## src/common/otlr_pkg.sv

```systemverilog
/*
 * otlr_pkg: command codes, field positions, reset values and limits for the
 * overtemperature threshold and response command registers.
 * assumes: a bus protocol engine outside presents decoded command writes and reads.
 */
package otlr_pkg;
    // command codes as the bus engine presents them
    localparam logic [7:0] OTLR_CMD_FAULT_THR = 8'h4f;
    localparam logic [7:0] OTLR_CMD_FAULT_ACT = 8'h50;
    localparam logic [7:0] OTLR_CMD_WARN_THR = 8'h51;
    // reset values
    localparam logic [15:0] OTLR_FAULT_THR_RST = 16'h0091;
    localparam logic [7:0] OTLR_FAULT_ACT_RST = 8'h3f;
    localparam logic [15:0] OTLR_WARN_THR_RST = 16'h0078;
    // writable mantissa is the low byte of each threshold word
    localparam int OTLR_MANT_W = 8;
    // fault threshold range, degrees
    localparam logic [7:0] OTLR_FAULT_MIN = 8'h78;
    localparam logic [7:0] OTLR_FAULT_MAX = 8'ha5;
    // hysteresis, restore offset and floor, degrees
    localparam logic [7:0] OTLR_HYST = 8'h14;
    localparam logic [7:0] OTLR_WARN_OFFSET = 8'h19;
    localparam logic [7:0] OTLR_WARN_FLOOR = 8'h64;
    // fault action register fields
    localparam int OTLR_SHDN_BIT = 7;
    localparam int OTLR_RETRY_HI = 5;
    localparam int OTLR_RETRY_LO = 3;
    localparam int OTLR_BYPASS_BIT = 4;
    // restart delay in soft-start rise times when retry is enabled
    localparam logic [2:0] OTLR_DELAY_RISES = 3'h7;
    // restart sequencer states
    typedef enum logic [1:0] {OTLR_RUN, OTLR_OFF, OTLR_WAIT, OTLR_START} otlr_state_type;
endpackage

```

## src/rtl/otlr_regs.sv

```systemverilog
/*
 * otlr_regs: overtemperature threshold and response command registers, with
 * hysteretic fault and warning flags and the shutdown/restart selection.
 * assumes: synchronous inputs on clk; temperature sample with a strobe; one
 * write strobe per command from the bus engine, reads following the code alone; an external sequencer
 * reports the end of each soft-start rise time.
 */
`timescale 1ns/10ps
// Operation
// - fault when temperature exceeds fault threshold
// - fault threshold above warning, else error
// - zero exponent, default 145, range 120-165
// - fault sets summary, fault bit, alert
// - fault latched until 20 degrees below
// - select bit chooses ignore or shutdown
// - bandgap fault always shuts down, restarts only if retry set
// - retry 000 stays off, 111 retries
// - other retry values rejected with error
// - only bit 5 stored, field rebuilt
// - delay bits read as bit 5
// - delay 111 waits seven rise times
// - store-all commits fault threshold and retry bit
// - warning sets summary, warning bit, alert
// - warning latched until 20 degrees below
// - warning at or above fault rejected
// - bypass bit skips warning ordering check
// - restore warning is fault minus 25, floor 100
module otlr_regs
    import otlr_pkg::*;
(
    // clock and reset
    input wire logic clk,
    input wire logic reset_n,
    // command access from the bus engine
    input wire logic [7:0] cmd_code,
    input wire logic cmd_write,
    input wire logic [15:0] cmd_wdata,
    output logic [15:0] cmd_rdata,
    // nonvolatile store and restore
    input wire logic store_all,
    input wire logic restore_all,
    input wire logic [7:0] nv_fault_mant,
    input wire logic nv_retry_bit,
    output logic [7:0] nv_fault_mant_out,
    output logic nv_retry_bit_out,
    output logic nv_write,
    // sensor and configuration
    input wire logic [7:0] temp_sample,
    input wire logic temp_valid,
    input wire logic bandgap_fault,
    input wire logic limit_check_bypass,
    input wire logic rise_done,
    // status and control outputs
    output logic overtemp_fault_value,
    output logic overtemp_warning_value,
    output logic temperature_summary_bit,
    output logic comm_error_set,
    output logic invalid_data_set,
    output logic bus_alert,
    output logic output_enable,
    output logic soft_start_req
);

    ////////////////////////////////////////////////////////////////////////////////
    // register state
    logic [7:0] fault_mant_r, fault_mant_nxt;   // fault threshold mantissa
    logic [7:0] warn_mant_r, warn_mant_nxt;     // warning threshold mantissa
    logic shdn_sel_r, shdn_sel_nxt;             // shutdown_select
    logic retry_bit_r, retry_bit_nxt;           // retry_setting, one stored bit
    logic fault_r, fault_nxt;
    logic warn_r, warn_nxt;
    logic sum_r, sum_nxt;                       // temperature summary, fault or warning
    logic cml_r, cml_nxt;                       // one-cycle error pulse
    logic alert_r, alert_nxt;                   // alert level while a flag stands
    logic [15:0] rdata_r, rdata_nxt;
    logic nvw_r, nvw_nxt;
    logic [7:0] nvm_r, nvm_nxt;
    logic nvr_r, nvr_nxt;

    // legal retry field is all ones or all zeros
    function automatic logic retry_ok(input logic [2:0] f);
        retry_ok = (f == 3'h0) || (f == 3'h7);
    endfunction

    // full fault action byte; bit 6 reads zero, delay bits mirror bit 5
    function automatic logic [7:0] action_byte(input logic s, input logic r);
        action_byte = {s, 1'b0, {3{r}}, {3{r}}};
    endfunction

    // restore value of the warning mantissa
    function automatic logic [7:0] warn_default(input logic [7:0] f);
        logic [7:0] d;
        d = f - OTLR_WARN_OFFSET;
        if (f < OTLR_WARN_OFFSET + OTLR_WARN_FLOOR) begin
            warn_default = OTLR_WARN_FLOOR;
        end else begin
            warn_default = d;
        end
    endfunction

    // flag release test; nine bits so a high sample plus hysteresis cannot wrap and release early
    function automatic logic cooled(input logic [7:0] t, input logic [7:0] lim);
        cooled = ({1'b0, t} + {1'b0, OTLR_HYST}) <= {1'b0, lim};
    endfunction

    ////////////////////////////////////////////////////////////////////////////////
    // command writes, restore, store and flag evaluation
    always_comb begin
        logic [7:0] wm;
        logic [2:0] rf;
        wm = cmd_wdata[OTLR_MANT_W-1:0];
        rf = cmd_wdata[OTLR_RETRY_HI:OTLR_RETRY_LO];
        fault_mant_nxt = fault_mant_r;
        warn_mant_nxt = warn_mant_r;
        shdn_sel_nxt = shdn_sel_r;
        retry_bit_nxt = retry_bit_r;
        fault_nxt = fault_r;
        warn_nxt = warn_r;
        cml_nxt = 1'b0;
        nvw_nxt = 1'b0;
        nvm_nxt = nvm_r;
        nvr_nxt = nvr_r;
        if (restore_all) begin
            // only one retry bit is kept; the field is rebuilt from it
            fault_mant_nxt = nv_fault_mant;
            retry_bit_nxt = nv_retry_bit;
            warn_mant_nxt = warn_default(nv_fault_mant);
        end else if (store_all) begin
            nvw_nxt = 1'b1;
            nvm_nxt = fault_mant_r;
            nvr_nxt = retry_bit_r;
        end else if (cmd_write) begin
            if (cmd_code == OTLR_CMD_FAULT_THR) begin
                // out-of-range or not above warning is refused
                if (wm <= warn_mant_r || wm < OTLR_FAULT_MIN || wm > OTLR_FAULT_MAX) begin
                    cml_nxt = 1'b1;
                end else begin
                    fault_mant_nxt = wm;
                end
            end else if (cmd_code == OTLR_CMD_FAULT_ACT) begin
                if (!retry_ok(rf)) begin
                    cml_nxt = 1'b1;
                end else begin
                    shdn_sel_nxt = cmd_wdata[OTLR_SHDN_BIT];
                    retry_bit_nxt = rf[2];
                end
            end else if (cmd_code == OTLR_CMD_WARN_THR) begin
                if (wm >= fault_mant_r && !limit_check_bypass) begin
                    cml_nxt = 1'b1;
                end else begin
                    warn_mant_nxt = wm;
                end
            end
        end
        // hysteretic flags on each new sample; a bypassed warning limit may be at or above the fault limit
        if (temp_valid) begin
            if (temp_sample > fault_mant_r) begin
                fault_nxt = 1'b1;
            end else if (cooled(temp_sample, fault_mant_r)) begin
                fault_nxt = 1'b0;
            end
            if (temp_sample > warn_mant_r) begin
                warn_nxt = 1'b1;
            end else if (cooled(temp_sample, warn_mant_r)) begin
                warn_nxt = 1'b0;
            end
        end
        // the summary bit stands for either flag
        sum_nxt = fault_nxt | warn_nxt;
        alert_nxt = fault_nxt | warn_nxt | cml_nxt;
        // read data of the addressed command
        if (cmd_code == OTLR_CMD_FAULT_THR) begin
            rdata_nxt = {8'h00, fault_mant_r};
        end else if (cmd_code == OTLR_CMD_FAULT_ACT) begin
            rdata_nxt = {8'h00, action_byte(shdn_sel_r, retry_bit_r)};
        end else if (cmd_code == OTLR_CMD_WARN_THR) begin
            rdata_nxt = {8'h00, warn_mant_r};
        end else begin
            rdata_nxt = 16'h0000;
        end
    end

    // register stage for the command and flag group
    always_ff @(posedge clk) begin
        if (!reset_n) begin
            fault_mant_r <= OTLR_FAULT_THR_RST[7:0];
            warn_mant_r <= OTLR_WARN_THR_RST[7:0];
            shdn_sel_r <= OTLR_FAULT_ACT_RST[OTLR_SHDN_BIT];
            retry_bit_r <= OTLR_FAULT_ACT_RST[OTLR_RETRY_HI];
            fault_r <= 1'b0;
            warn_r <= 1'b0;
            sum_r <= 1'b0;
            cml_r <= 1'b0;
            alert_r <= 1'b0;
            rdata_r <= 16'h0000;
            nvw_r <= 1'b0;
            nvm_r <= 8'h00;
            nvr_r <= 1'b0;
        end else begin
            fault_mant_r <= fault_mant_nxt;
            warn_mant_r <= warn_mant_nxt;
            shdn_sel_r <= shdn_sel_nxt;
            retry_bit_r <= retry_bit_nxt;
            fault_r <= fault_nxt;
            warn_r <= warn_nxt;
            sum_r <= sum_nxt;
            cml_r <= cml_nxt;
            alert_r <= alert_nxt;
            rdata_r <= rdata_nxt;
            nvw_r <= nvw_nxt;
            nvm_r <= nvm_nxt;
            nvr_r <= nvr_nxt;
        end
    end

    ////////////////////////////////////////////////////////////////////////////////
    // shutdown and restart selection
    otlr_state_type st_r, st_nxt;
    logic [2:0] rises_r, rises_nxt;     // rise times waited so far
    logic oe_r, oe_nxt;
    logic ss_r, ss_nxt;
    logic trip;

    // a bandgap fault shuts down even when the ignore response is set
    assign trip = (fault_r & shdn_sel_r) | bandgap_fault;

    always_comb begin
        st_nxt = st_r;
        rises_nxt = rises_r;
        ss_nxt = 1'b0;
        case (st_r)
            OTLR_RUN: begin
                if (trip) begin
                    st_nxt = OTLR_OFF;
                end
            end
            OTLR_OFF: begin
                // wait for the cause to clear; no retry holds off for good
                if (!trip && retry_bit_r) begin
                    st_nxt = OTLR_WAIT;
                    rises_nxt = 3'h0;
                end
            end
            OTLR_WAIT: begin
                if (trip) begin
                    st_nxt = OTLR_OFF;
                end else if (rises_r == OTLR_DELAY_RISES) begin
                    st_nxt = OTLR_START;
                    ss_nxt = 1'b1;
                end else if (rise_done) begin
                    rises_nxt = rises_r + 3'h1;
                end
            end
            OTLR_START: begin
                st_nxt = trip ? OTLR_OFF : OTLR_RUN;
            end
            default: st_nxt = OTLR_RUN;
        endcase
        oe_nxt = (st_nxt == OTLR_RUN) || (st_nxt == OTLR_START);
    end

    // register stage for the restart group
    always_ff @(posedge clk) begin
        if (!reset_n) begin
            st_r <= OTLR_RUN;
            rises_r <= 3'h0;
            oe_r <= 1'b1;
            ss_r <= 1'b0;
        end else begin
            st_r <= st_nxt;
            rises_r <= rises_nxt;
            oe_r <= oe_nxt;
            ss_r <= ss_nxt;
        end
    end

    ////////////////////////////////////////////////////////////////////////////////
    // outputs, all straight from flip-flops
    assign cmd_rdata = rdata_r;
    assign nv_write = nvw_r;
    assign nv_fault_mant_out = nvm_r;
    assign nv_retry_bit_out = nvr_r;
    assign overtemp_fault_value = fault_r;
    assign overtemp_warning_value = warn_r;
    assign temperature_summary_bit = sum_r;
    assign comm_error_set = cml_r;
    assign invalid_data_set = cml_r;
    assign bus_alert = alert_r;
    assign output_enable = oe_r;
    assign soft_start_req = ss_r;

    ////////////////////////////////////////////////////////////////////////////////
    // checks
    a_fault_trip: assert property (@(posedge clk) disable iff (!reset_n)
        temp_valid && temp_sample > fault_mant_r |=> overtemp_fault_value)
        else $error("fault flag not set above threshold");
    a_fault_hold: assert property (@(posedge clk) disable iff (!reset_n)
        fault_r && !(temp_valid && cooled(temp_sample, fault_mant_r)) |=> fault_r)
        else $error("fault flag released early");
    a_warn_trip: assert property (@(posedge clk) disable iff (!reset_n)
        temp_valid && temp_sample > warn_mant_r |=> warn_r && bus_alert)
        else $error("warning flag or alert missing");
    a_warn_reject: assert property (@(posedge clk) disable iff (!reset_n)
        cmd_write && !store_all && !restore_all && cmd_code == OTLR_CMD_WARN_THR
        && !limit_check_bypass && cmd_wdata[7:0] >= fault_mant_r
        |=> $stable(warn_mant_r) && comm_error_set && bus_alert)
        else $error("bad warning write accepted");
    a_retry_reject: assert property (@(posedge clk) disable iff (!reset_n)
        cmd_write && !store_all && !restore_all && cmd_code == OTLR_CMD_FAULT_ACT
        && !retry_ok(cmd_wdata[5:3]) |=> invalid_data_set && $stable(retry_bit_r))
        else $error("bad retry write accepted");
    a_fault_order: assert property (@(posedge clk) disable iff (!reset_n)
        cmd_write && !store_all && !restore_all && cmd_code == OTLR_CMD_FAULT_THR
        && cmd_wdata[7:0] <= warn_mant_r |=> comm_error_set && $stable(fault_mant_r))
        else $error("fault threshold not above warning accepted");
    a_bandgap_off: assert property (@(posedge clk) disable iff (!reset_n)
        bandgap_fault && st_r == OTLR_RUN |=> ##1 !output_enable)
        else $error("bandgap fault did not shut down");
    a_ignore_run: assert property (@(posedge clk) disable iff (!reset_n)
        st_r == OTLR_RUN && !shdn_sel_r && !bandgap_fault |=> output_enable)
        else $error("ignore response shut down");
    a_no_retry: assert property (@(posedge clk) disable iff (!reset_n)
        st_r == OTLR_OFF && !retry_bit_r |=> st_r == OTLR_OFF)
        else $error("restart without retry");
    a_restore_warn: assert property (@(posedge clk) disable iff (!reset_n)
        restore_all |=> warn_mant_r >= OTLR_WARN_FLOOR)
        else $error("restored warning below floor");
endmodule

```

## config.mk

```make
export PLATFORM = sky130hd
export DESIGN_NAME = otlr_regs
export DESIGN_NICKNAME = d
export VERILOG_FILES = /design/src/common/otlr_pkg.sv /design/src/rtl/otlr_regs.sv
export SDC_FILE = /design/constraint.sdc
export NUM_CORES = 1
export LEC_CHECK = 0
export ABC_AREA = 1
export BUFFER_PORTS_ARGS = -buffer_cell sky130_fd_sc_hd__buf_2
export CAP_MARGIN = 5
export CORE_MARGIN = 10
export CORE_UTILIZATION = 35
export DETAILED_ROUTE_END_ITERATION = 8
export HOLD_SLACK_MARGIN = 0.03
export PLACE_DENSITY = 0.65
export SYNTH_ARGS = -nofsm -noshare
export SYNTH_HDL_FRONTEND = slang
export SYNTH_SLANG_ARGS = --single-unit
```

## constraint.sdc

```tcl
create_clock -name clk -period 2.8 [get_ports clk]
set_input_delay 0.42 -clock clk [delete_from_list [all_inputs] [get_ports clk]]
set_output_delay 0.42 -clock clk [all_outputs]
set_load 0.02 [all_outputs]
```

==> impl_metrics.ini, run 1 <==
[status]
outcome = complete, no violations

[route]
drt_first_iter_violations = 313
drt.antenna.violating_nets = 0
firstDrtPassIters = 5
drc_errors = 0
drt-vias-per-instance = 4.95
routed-via-count = 3485
route.final.wire_length_mm = 10.2
wire_per_inst_microns = 14.6

[final_layout]
final_cell_count_no_fill = 704
n_antenna_cell = 0
syn_to_final_growth_pct = 15.2
final_cell_area_sq_um = 4060
multi_input_gate_area_sq_um = 2170
share_of_final_layout_standard_cells_stronger_than_drive_strength_1_pct = 17.0
final_nets = 668
nFillCells = 1035
sequential_cell_area_sq_um = 961

[die]
die_height_microns = 120
design.core.area_sq_um = 9770
initial_core_util_pct = 36.0
row_count = 36
die_x_microns = 120
die_area_sq_um = 14500
io_pins = 84

[timing]
fin_worst_skew_ns = 0.0156
rsz0062_at_grt = false
post-route-period-util_pct = 77.1
totalNegativeSetupSlack_ns = 0
total_count_of_hold_check_failures_in_the_final_report = 0
final.min_clock_period_ns = 2.16
worst_pin_slew_ns = 0.572
worst_slew_margin_rel_pct = 61.6
timing_max_transition_violations_final = 0
finalSetupViolCount = 0
fmax_ghz = 0.463
timing.hold.ws_ns = 0.363

[global_routing]
antenna_found_initial = 0
globalRouteTotalUtil_pct = 13.6
largest_net_degree_at_the_start_of_global_routing = 31
grt.overflow.total = 0
first_global_vias = 3305
grt_first_pass_wirelength_mm = 16.1

[worst_setup_path]
worst_ep_arrival_time_ns = 2.34
reg2reg_setup_slack_ns = 0.75
path_class = input pin to flop
crit-reg2reg-capture = warn_mant_r[7]
worstReg2RegStart = fault_mant_r[5]
critPathRequiredTime_ns = 2.99
critical_path.max_fanout = 5
worst-r2r-cell-count = 12
cp-start-kind = input pin
critPathCaptureType = flop

[synthesis]
post_synth_xor_xnor_area_pct = 1.24
netlist_top_cells_area = sky130_fd_sc_hd__dfxtp_1 27%, sky130_fd_sc_hd__ha_1 17%, sky130_fd_sc_hd__nand2_1 12%
synth.area.mux_share_pct = 0
fraction_of_synthesis_flops_using_an_asynchronous_set_or_reset_pin_pct = 0
synth_cells = 505
synth.top_cell.area_share_pct = 27.3
synth_flop_cell = sky130_fd_sc_hd__dfxtp_1
yosysTopAreaCell = sky130_fd_sc_hd__dfxtp_1
yosys_warns = 0
synth_cell_types = 39
synthAdderAreaFrac_pct = 17.1
ys_top_cells_by_count = 114 x sky130_fd_sc_hd__nand2_1, 75 x sky130_fd_sc_hd__inv_1, 48 x sky130_fd_sc_hd__dfxtp_1, 48 x sky130_fd_sc_hd__ha_1, 42 x sky130_fd_sc_hd__a21oi_1
synth-edff-count = 0
yosys.cell_count.top_type = sky130_fd_sc_hd__nand2_1
largest_family_of_logic_cells_by_synthesized_area = simple AND/OR/NAND/NOR gates
synth.yosys.seq_area_share_pct = 27.3
post_synth_instance_area_sq_um = 3520
synth_seq_cells = 48
post_synthesis_mean_instance_area_sq_um = 6.97
simple_gate_share_of_the_synthesized_area_pct = 26.5
post_synthesis_compound_gate_area_fraction_pct = 16.1

[cts]
later_pin_clock_latency_in_the_skew_report_ns = 0.31
cts.path.max_buffers = 2
postCtsSetupRepairBufs = 0
clk_root_buffer_cell = sky130_fd_sc_hd__clkbuf_8
cts_tree = yes
cts_hold_repair.buffers = 0
clkSinkCount = 48
cts_buffer_count = 5
ctsResizeCount = 0
h-tree-depth = 2
cts.reportedPaths.clkPinSlew_ns = 0.10

[hold_path]
worst_hold_path.endpoint = retry_bit_r
min_delay_path_depth = 3
hp-start = nv_retry_bit
holdCritPathClass = input pin to flop

[place]
detailed_place_hpwl_mm = 8.24
dp.cells = 696
replace_congestion = 0.915
io_buffer_count = 67
placed_area_sq_um = 3940

[run]
max_cap_viol_count = 0

[power]
power_leakage_nw = 2.17
power_per_cell_area_nw_per_um2 = 426
power.ir.vdd_worst_uv = 186
## state kept, by name, indices dropped and copies added, names as in the netlist, 2 cells and up
name,count
fault_mant_r,8
nv_fault_mant_out,8
st_r,2
rises_r,3
cmd_rdata,8
warn_mant_r,8
## per-stage QoR
step | total power [mW] | setup slack (ns) | utilization [%]
2_1_floorplan | 1.08 | 0.650 | -
4_1_cts | 1.74 | 0.633 | 41.5
5_1_grt | 1.84 | 0.442 | 41.5
3_3_place_gp | 1.21 | 0.382 | 40.3
6_report | 1.73 | 0.641 | 41.5
3_5_place_dp | 1.22 | 0.322 | 40.3
## worst max path at each step
| stage | start | slack, ns | depth (start not counted) | to |
|---|---|---|---|---|
| CTS | temp_sample[2] | 0.63 | 19 | bus_alert |
| detailed placement | temp_sample[2] | 0.32 | 19 | bus_alert |
| global placement | temp_sample[2] | 0.38 | 19 | bus_alert |
| floorplan | temp_sample[2] | 0.65 | 18 | bus_alert |
| global route | temp_sample[2] | 0.44 | 17 | bus_alert |
| finish | temp_sample[2] | 0.64 | 19 | bus_alert |
## cell type report
cell class / instances / area share [%]
clock buffers: 5 / 1.70
clock inverters: 3 / 1.14
inverters: 77 / 7.16
multi-input cells: 369 / 53.6
flip-flops and latches: 48 / 23.7
well taps: 133 / 4.10
repair buffers: 69 / 8.64
## report_power, final
| part | total, mW | internal, mW | switching, mW | leakage, nW |
|---|---|---|---|---|
| Sequential | 0.743 | 0.720 | 0.0231 | 0.394 |
| Combinational | 0.468 | 0.167 | 0.301 | 1.72 |
| Clock | 0.519 | 0.269 | 0.249 | 0.0548 |
| Total | 1.73 | 1.16 | 0.573 | 2.17 |
## critical path, stage by stage
cell                      delay [ns]
sky130_fd_sc_hd__buf_2          0.13
sky130_fd_sc_hd__ha_1           0.21
sky130_fd_sc_hd__or2_2          0.31
sky130_fd_sc_hd__nand2_1        0.08
sky130_fd_sc_hd__xor2_1         0.15
sky130_fd_sc_hd__inv_1          0.08
sky130_fd_sc_hd__ha_1           0.29
sky130_fd_sc_hd__nand2_1        0.06
sky130_fd_sc_hd__inv_1          0.04
sky130_fd_sc_hd__nand2_1        0.06
sky130_fd_sc_hd__nand2_1        0.04
sky130_fd_sc_hd__nand2_1        0.05
sky130_fd_sc_hd__nand2_1        0.05
sky130_fd_sc_hd__nand2_1        0.07
sky130_fd_sc_hd__nand2_1        0.05
sky130_fd_sc_hd__nand2_1        0.05
sky130_fd_sc_hd__nand2_1        0.04
sky130_fd_sc_hd__nand2_1        0.09
sky130_fd_sc_hd__nand3_1        0.07
## cell usage in the layout (no fill, tap or decap), types with 2 or more instances in the layout
| cell | instances |
|---|---|
| sky130_fd_sc_hd__nand2_2 | 3 |
| sky130_fd_sc_hd__ha_1 | 48 |
| sky130_fd_sc_hd__a31oi_1 | 2 |
| sky130_fd_sc_hd__or2_2 | 3 |
| sky130_fd_sc_hd__buf_2 | 67 |
| sky130_fd_sc_hd__nor3_1 | 8 |
| sky130_fd_sc_hd__buf_4 | 2 |
| sky130_fd_sc_hd__xor2_1 | 2 |
| sky130_fd_sc_hd__nor2_2 | 3 |
| sky130_fd_sc_hd__nor2_1 | 39 |
| sky130_fd_sc_hd__o22ai_1 | 4 |
| sky130_fd_sc_hd__nand2_1 | 114 |
| sky130_fd_sc_hd__o221ai_1 | 6 |
| sky130_fd_sc_hd__xnor2_1 | 3 |
| sky130_fd_sc_hd__dfxtp_1 | 48 |
| sky130_fd_sc_hd__conb_1 | 8 |
| sky130_fd_sc_hd__a21oi_1 | 42 |
| sky130_fd_sc_hd__clkbuf_8 | 5 |
| sky130_fd_sc_hd__nand2_4 | 4 |
| sky130_fd_sc_hd__nand3_1 | 26 |
| sky130_fd_sc_hd__o21ai_0 | 30 |
| sky130_fd_sc_hd__nand4_1 | 3 |
| sky130_fd_sc_hd__inv_1 | 75 |
| sky130_fd_sc_hd__o211ai_1 | 10 |
## metal layers
metal  vias up  global-route usage [%]  part of all wire (%)
met4         0                    3.70                   1.8
met3         8                    3.12                   5.7
met1      1578                    17.0                    46
met5         -                       0                     0
met2       119                    22.8                    47
li1       1780                       -                     -
## kinds of logic (layout without fill, tap and decap cells)
kind of cell | after synthesis | count (layout)
buffers and inverters | 95 | 154
AOI/OAI and AO/OA | 99 | 99
and+or+nand+nor | 209 | 209
xor gates and xnor gates | 5 | 5
other | 1 | 8
adders and majority gates | 48 | 48
DFF | 48 | 48
Power figures use the tool's default switching activity.
==> inputs of run 2 (changes only) <==
--- a/config.mk
+++ b/config.mk
@@ -5,14 +5,14 @@
 export SDC_FILE = /design/constraint.sdc
 export NUM_CORES = 1
 export LEC_CHECK = 0
-export ABC_AREA = 1
+export ABC_AREA = 0
 export BUFFER_PORTS_ARGS = -buffer_cell sky130_fd_sc_hd__buf_2
 export CAP_MARGIN = 5
 export CORE_MARGIN = 10
 export CORE_UTILIZATION = 35
 export DETAILED_ROUTE_END_ITERATION = 8
 export HOLD_SLACK_MARGIN = 0.03
-export PLACE_DENSITY = 0.65
+export PLACE_DENSITY = 0.67
 export SYNTH_ARGS = -nofsm -noshare
 export SYNTH_HDL_FRONTEND = slang
 export SYNTH_SLANG_ARGS = --single-unit
==> constraint.sdc (replaced) <==
create_clock -name clk -period 1.9 [get_ports clk]
set_input_delay 0.285 -clock clk [delete_from_list [all_inputs] [get_ports clk]]
set_output_delay 0.285 -clock clk [all_outputs]
set_load 0.02 [all_outputs]
==> run 2 against run 1 <==
Power is 71% higher. The flow now finishes with violations (negative setup slack). Design area is 26% higher. Synthesized cell count is 18% lower. Global-route usage is 2.3 points higher. Worst hold slack worse by 0.17 ns. First-iteration DRC count is 15% higher. Synthesized area is 2.1% lower. Critical path depth is 11 lower. Sequential share of layout area is 4.7 points lower. Clock power is 75% higher.
==> impl_metrics.ini, run 2 <==
[status]
outcome = finished with violations
failed_checks = negative setup slack

[synthesis]
netlist_top_cells_area = sky130_fd_sc_hd__dfxtp_1 28%, sky130_fd_sc_hd__ha_1 17%, sky130_fd_sc_hd__nand2_1 5.8%
synthAdderAreaFrac_pct = 17.4
ys_top_cells_by_count = 53 x sky130_fd_sc_hd__nand2_1, 48 x sky130_fd_sc_hd__dfxtp_1, 48 x sky130_fd_sc_hd__ha_1
yosysTopAreaCell = sky130_fd_sc_hd__dfxtp_1
synth_cell_types = 61
synth-edff-count = 0
yosys.cell_count.top_type = sky130_fd_sc_hd__nand2_1
synth.top_cell.area_share_pct = 27.9
post_synthesis_mean_instance_area_sq_um = 8.34
yosys_warns = 0
fraction_of_synthesis_flops_using_an_asynchronous_set_or_reset_pin_pct = 0
post_synthesis_compound_gate_area_fraction_pct = 21.4
synth_cells = 413
largest_family_of_logic_cells_by_synthesized_area = simple AND/OR/NAND/NOR gates
synth_flop_cell = sky130_fd_sc_hd__dfxtp_1
synth.area.mux_share_pct = 3.45
simple_gate_share_of_the_synthesized_area_pct = 21.5
synth_seq_cells = 48
post_synth_instance_area_sq_um = 3450
synth.yosys.seq_area_share_pct = 27.9
post_synth_xor_xnor_area_pct = 2.03

[final_layout]
syn_to_final_growth_pct = 48.6
finalCoreUtilization_pct = 52.9
commonest_non_fill_non_tap_cell_in_the_layout = sky130_fd_sc_hd__buf_4
sequential_cell_area_sq_um = 972
final_cell_area_sq_um = 5120
share_of_final_layout_standard_cells_stronger_than_drive_strength_1_pct = 43.0
most-common-layout-cells = 82 x sky130_fd_sc_hd__buf_4, 65 x sky130_fd_sc_hd__buf_2, 52 x sky130_fd_sc_hd__nand2_1
n_antenna_cell = 0
nFillCells = 898
multi_input_gate_area_sq_um = 2720
final_nets = 658
final_cell_count_no_fill = 694

[cts]
clkSinkCount = 48
cts_tree = yes
later_pin_clock_latency_in_the_skew_report_ns = 0.32
cts_buffer_count = 5
h-tree-depth = 2
cts.reportedPaths.clkPinSlew_ns = 0.09
cts.path.max_buffers = 2
clk_root_buffer_cell = sky130_fd_sc_hd__clkbuf_8

[die]
row_count = 36
initial_core_util_pct = 35.6
design.core.area_sq_um = 9680
die_x_microns = 119
die_height_microns = 119
io_pins = 84
die_area_sq_um = 14200

[worst_setup_path]
cp_slowest_stage_delay_ns = 0.35
critPathRequiredTime_ns = 2.11
worst_ep_arrival_time_ns = 2.39
critical_path.max_fanout = 4
slowest_stage = sky130_fd_sc_hd__dfxtp_2
cp-start-kind = flop
critPathCaptureType = flop
cp_cell_sequence = ha_4 -> nand2b_4 -> a21o_1 -> a211o_1 -> a211oi_4 -> buf_6 -> mux2_4 -> o221a_4
reg2reg_setup_slack_ns = -0.28
path_class = flop to flop

[power]
combinationalPowerShare_pct = 32.6
sequentialPowerShare_pct = 36.7
p_int_mw = 2.05
overall_power_after_layout_mw = 2.96
power.net_switching_mw = 0.906
power_leakage_nw = 2.30
power.ir.vdd_worst_uv = 311
swShare_pct = 30.6
power_per_cell_area_nw_per_um2 = 578
clkPwrFrac_pct = 30.7

[timing]
worst_pin_slew_ns = 0.546
rsz0062_at_grt = true
timing_max_transition_violations_final = 0
worst_slew_margin_rel_pct = 63.6
total_count_of_hold_check_failures_in_the_final_report = 0
fin_worst_skew_ns = 0.0110
final.min_clock_period_ns = 2.18
timing.hold.ws_ns = 0.191
totalNegativeSetupSlack_ns = -2.48
finalSetupViolCount = 15
fmax_ghz = 0.458
post-route-period-util_pct = 115
setup_ws_ns = -0.281

[route]
drt_first_iter_violations = 359
drt.antenna.violating_nets = 0
routed-via-count = 3669
drt-vias-per-instance = 5.29
route.final.wire_length_mm = 11.6
firstDrtPassIters = 5
drc_errors = 0
wire_per_inst_microns = 16.8

[global_routing]
first_global_vias = 3650
globalRouteTotalUtil_pct = 15.8
antenna_found_initial = 0
grt.overflow.total = 0
largest_net_degree_at_the_start_of_global_routing = 23
grt_first_pass_wirelength_mm = 18.5

[place]
detailed_place_hpwl_mm = 9.01
dp.cells = 679
placed_area_sq_um = 4500
replace_congestion = 0.928
io_buffer_count = 67
setup_ws_pre_cts_ns = -0.637

[hold_path]
holdCritPathClass = input pin to flop

[run]
max_cap_viol_count = 0
## run 2: changes by cell type after synthesis, moves of 8 or more
cell / change
sky130_fd_sc_hd__nand2_1: -61
sky130_fd_sc_hd__nor2_1: -17
sky130_fd_sc_hd__nor2b_1: +8
sky130_fd_sc_hd__nand2b_1: +11
sky130_fd_sc_hd__o21ai_0: -16
sky130_fd_sc_hd__nand3_1: -9
sky130_fd_sc_hd__inv_1: -51
## run 2: path summary, 6_finish.rpt
kind | from | cells after the start | to
setup / recovery | fault_mant_r[0] | 8 | warn_mant_r[2]
setup reg to reg | fault_mant_r[0] | 8 | warn_mant_r[2]
hold / removal | nv_retry_bit | 3 | retry_bit_r
hold reg to reg | nv_fault_mant_out[0] | 2 | nv_fault_mant_out[0]
## run 2: metal layers
metal | up-vias | wire length [microns] | global-route usage, %
met4 | 0 | 157 | 4.20
met2 | 133 | 5490 | 26.0
met5 | - | 0 | 0
met1 | 1742 | 5030 | 20.1
li1 | 1777 | - | -
met3 | 17 | 957 | 3.87
## run 2: what timing repair did
item,4_1_cts,5_1_grt
resized for setup,60,27
gates cloned,1,0
pin swaps,21,22
setup endpoints to repair,19,20
setup buffers,4,3
hold buffers,0,0
## run 2: logic make-up after synthesis
logic type | after synthesis
compound gates | 105
xor+xnor | 8
fa+ha+maj | 48
buf+inv | 45
flops | 48
mux | 11
other cells | 1
simple gates | 147
## run 2: critical path: cells and delay by family, from the launching register on
family	cells	cell delay (ns)
simple gates	1	0.13
flops	1	0.35
mux	1	0.30
compound gates	4	0.90
fa+ha+maj	1	0.23
buf+inv	1	0.16
## run 2: layout make-up
class	count	share of cell area [%]
Timing Repair Buffer	154	20.1
Clock inverter	3	1.34
Tap cell	133	3.25
Multi-Input combinational cell	327	53.2
Clock buffer	5	1.34
Sequential cell	48	19.0
Inverter	24	1.86
## run 2: power by group through the flow
stage               Sequential, mW  Combinational (mW)  Clock [mW]
finish                        1.09               0.965       0.907
global route                  1.09                1.06       0.965
CTS                           1.08               0.897       0.923
detailed placement            1.10               0.799           0
global placement              1.10               0.794           0
floorplan                     1.13               0.415           0
==> inputs of run 3 (changes only) <==
--- a/config.mk
+++ b/config.mk
@@ -9,10 +9,10 @@
 export BUFFER_PORTS_ARGS = -buffer_cell sky130_fd_sc_hd__buf_2
 export CAP_MARGIN = 5
 export CORE_MARGIN = 10
-export CORE_UTILIZATION = 35
+export CORE_UTILIZATION = 49
 export DETAILED_ROUTE_END_ITERATION = 8
 export HOLD_SLACK_MARGIN = 0.03
-export PLACE_DENSITY = 0.67
+export PLACE_DENSITY = 0.86
 export SYNTH_ARGS = -nofsm -noshare
 export SYNTH_HDL_FRONTEND = slang
 export SYNTH_SLANG_ARGS = --single-unit
==> run 3 against run 2 <==
The flow still finishes with violations (negative setup slack). Non-clock buffer count is 2 lower. Combinational power is 2.4% higher. Clock power is 1% lower. Count of clock-buffer cells in the layout stayed put. Design area is 2.4% lower. Clock skew is 0.0011 ns higher. Critical path type unchanged. Sequential share of layout area is 0.53 points higher. Worst setup slack worse by 0.0076 ns. Fmax is 0.35% lower. Highest routed layer unchanged. Critical path depth stayed put. First-iteration DRC count is 5.3% higher. Final cell count is 5.6% lower.
==> impl_metrics.ini, run 3 (synthesized netlist as in run 2, its figures left out) <==
[final_layout]
n_antenna_cell = 0
most-common-layout-cells = 80 x sky130_fd_sc_hd__buf_4, 63 x sky130_fd_sc_hd__buf_2, 52 x sky130_fd_sc_hd__nand2_1
share_of_final_layout_standard_cells_stronger_than_drive_strength_1_pct = 42.0
final_cell_area_sq_um = 4990
commonest_non_fill_non_tap_cell_in_the_layout = sky130_fd_sc_hd__buf_4
final_nets = 656
syn_to_final_growth_pct = 45.0

[worst_setup_path]
path_class = flop to flop
critPathRequiredTime_ns = 2.10
crit_family = compound AO/OA/AOI/OAI gates
cp_cell_sequence = ha_4 -> nand2b_4 -> a21o_1 -> a211o_1 -> a211oi_4 -> buf_6 -> mux2_4 -> o221a_4
critical_path.max_fanout = 4
critPathCaptureType = flop
worst_ep_arrival_time_ns = 2.39
cp-start-kind = flop
critical_path.n_buffers_inverters = 1
cp_slowest_stage_delay_ns = 0.36
reg2reg_setup_slack_ns = -0.29
slowest_stage = sky130_fd_sc_hd__dfxtp_2

[die]
design.core.area_sq_um = 6830
die_height_microns = 104
io_pins = 84
die_x_microns = 104
initial_core_util_pct = 50.4
row_count = 30
die_area_sq_um = 10800

[timing]
post-route-period-util_pct = 115
fmax_ghz = 0.457
setup_ws_ns = -0.289
final.min_clock_period_ns = 2.19
worst_slew_margin_rel_pct = 60.5
timing_max_transition_violations_final = 0
finalSetupViolCount = 13
timing.hold.ws_ns = 0.205
worst_pin_slew_ns = 0.592
fin_worst_skew_ns = 0.0120
totalNegativeSetupSlack_ns = -2.66
rsz0062_at_grt = true
total_count_of_hold_check_failures_in_the_final_report = 0

[global_routing]
global_route.peak_usage_layer = met2
grt.overflow.total = 0
antenna_found_initial = 0
met2_grt_util_pct = 36.8
met3_usage_pct = 4.09
grt_first_pass_wirelength_mm = 19.0
globalRouteTotalUtil_pct = 21.1
largest_net_degree_at_the_start_of_global_routing = 23
first_global_vias = 3833
use_met1_pct = 25.0

[cts]
h-tree-depth = 2
later_pin_clock_latency_in_the_skew_report_ns = 0.31
cts_hold_repair.buffers = 0
cts_tree = yes
clkSinkCount = 48
cts.path.max_buffers = 2
clk_root_buffer_cell = sky130_fd_sc_hd__clkbuf_8
cts.reportedPaths.clkPinSlew_ns = 0.09
cts_buffer_count = 5

[run]
max_cap_viol_count = 0

[place]
placed_area_sq_um = 4420
replace_congestion = 0.979
detailed_place_hpwl_mm = 9.12
io_buffer_count = 67

[status]
outcome = finished with violations
failed_checks = negative setup slack

[route]
firstDrtPassIters = 5
drt-vias-per-instance = 5.95
drc_errors = 0
route.final.wire_length_mm = 12.6
routed-via-count = 3896
drt_first_iter_violations = 378
drt.antenna.violating_nets = 0
wire_per_inst_microns = 19.2

[power]
power_per_cell_area_nw_per_um2 = 595
power.ir.vdd_worst_uv = 472
power_leakage_nw = 2.28

[hold_path]
holdCritPathClass = input pin to flop
==> run 3: what timing repair did <==
item | 4_1_cts | 5_1_grt
hold endpoints to repair | 0 | 0
buffers inserted | 7 | 2
resized for setup | 58 | 20
pin swaps | 28 | 15
endpoints found under the setup margin | 21 | 21
==> run 3: metrics by stage <==
step           std cells  power, mW  setup slack (ns)  utilization [%]
6_report             655       2.97            -0.289             73.1
5_1_grt              655       3.08            -0.348             73.1
2_1_floorplan        420       1.54            -0.397                -
3_3_place_gp         638       1.87            -0.610             64.7
3_5_place_dp         638       1.89            -0.636             64.7
4_1_cts              653       2.88            -0.285             71.4
==> run 3: final cells by class <==
cell class / instances / area, sq um
sequential: 48 / 975
multi-input combinational: 327 / 2650
clock buffer: 5 / 68.8
fill: 473 / 1840
inverter: 24 / 92.6
clock inverter: 3 / 68.8
timing repair buffer: 152 / 1020
tap: 96 / 120
==> run 3: power breakdown <==
group / leakage (nW) / switching [mW] / internal (mW)
logic: 1.82 / 0.522 / 0.466
clock network: 0.0687 / 0.364 / 0.530
registers: 0.394 / 0.0311 / 1.06
==> run 3: final timing paths <==
check,from,end,depth (start not counted)
worst min register to register,rises_r[2],rises_r[2],2
worst min-delay path,nv_retry_bit,retry_bit_r,3
worst max-delay path,fault_mant_r[0],warn_mant_r[2],8
worst max register to register,fault_mant_r[0],warn_mant_r[2],8
==> run 3: worst min-delay path, stage by stage <==
cell	delay [ns]
sky130_fd_sc_hd__buf_2	0.09
sky130_fd_sc_hd__mux2i_1	0.06
sky130_fd_sc_hd__nand2_1	0.06
==> run 3: routing by layer <==
layer  vias to the layer above  wire [microns]
li1                       1776               -
met1                      1850            4990
met2                       227            6140
met3                        43            1020
met4                         0             413
met5                         -               0
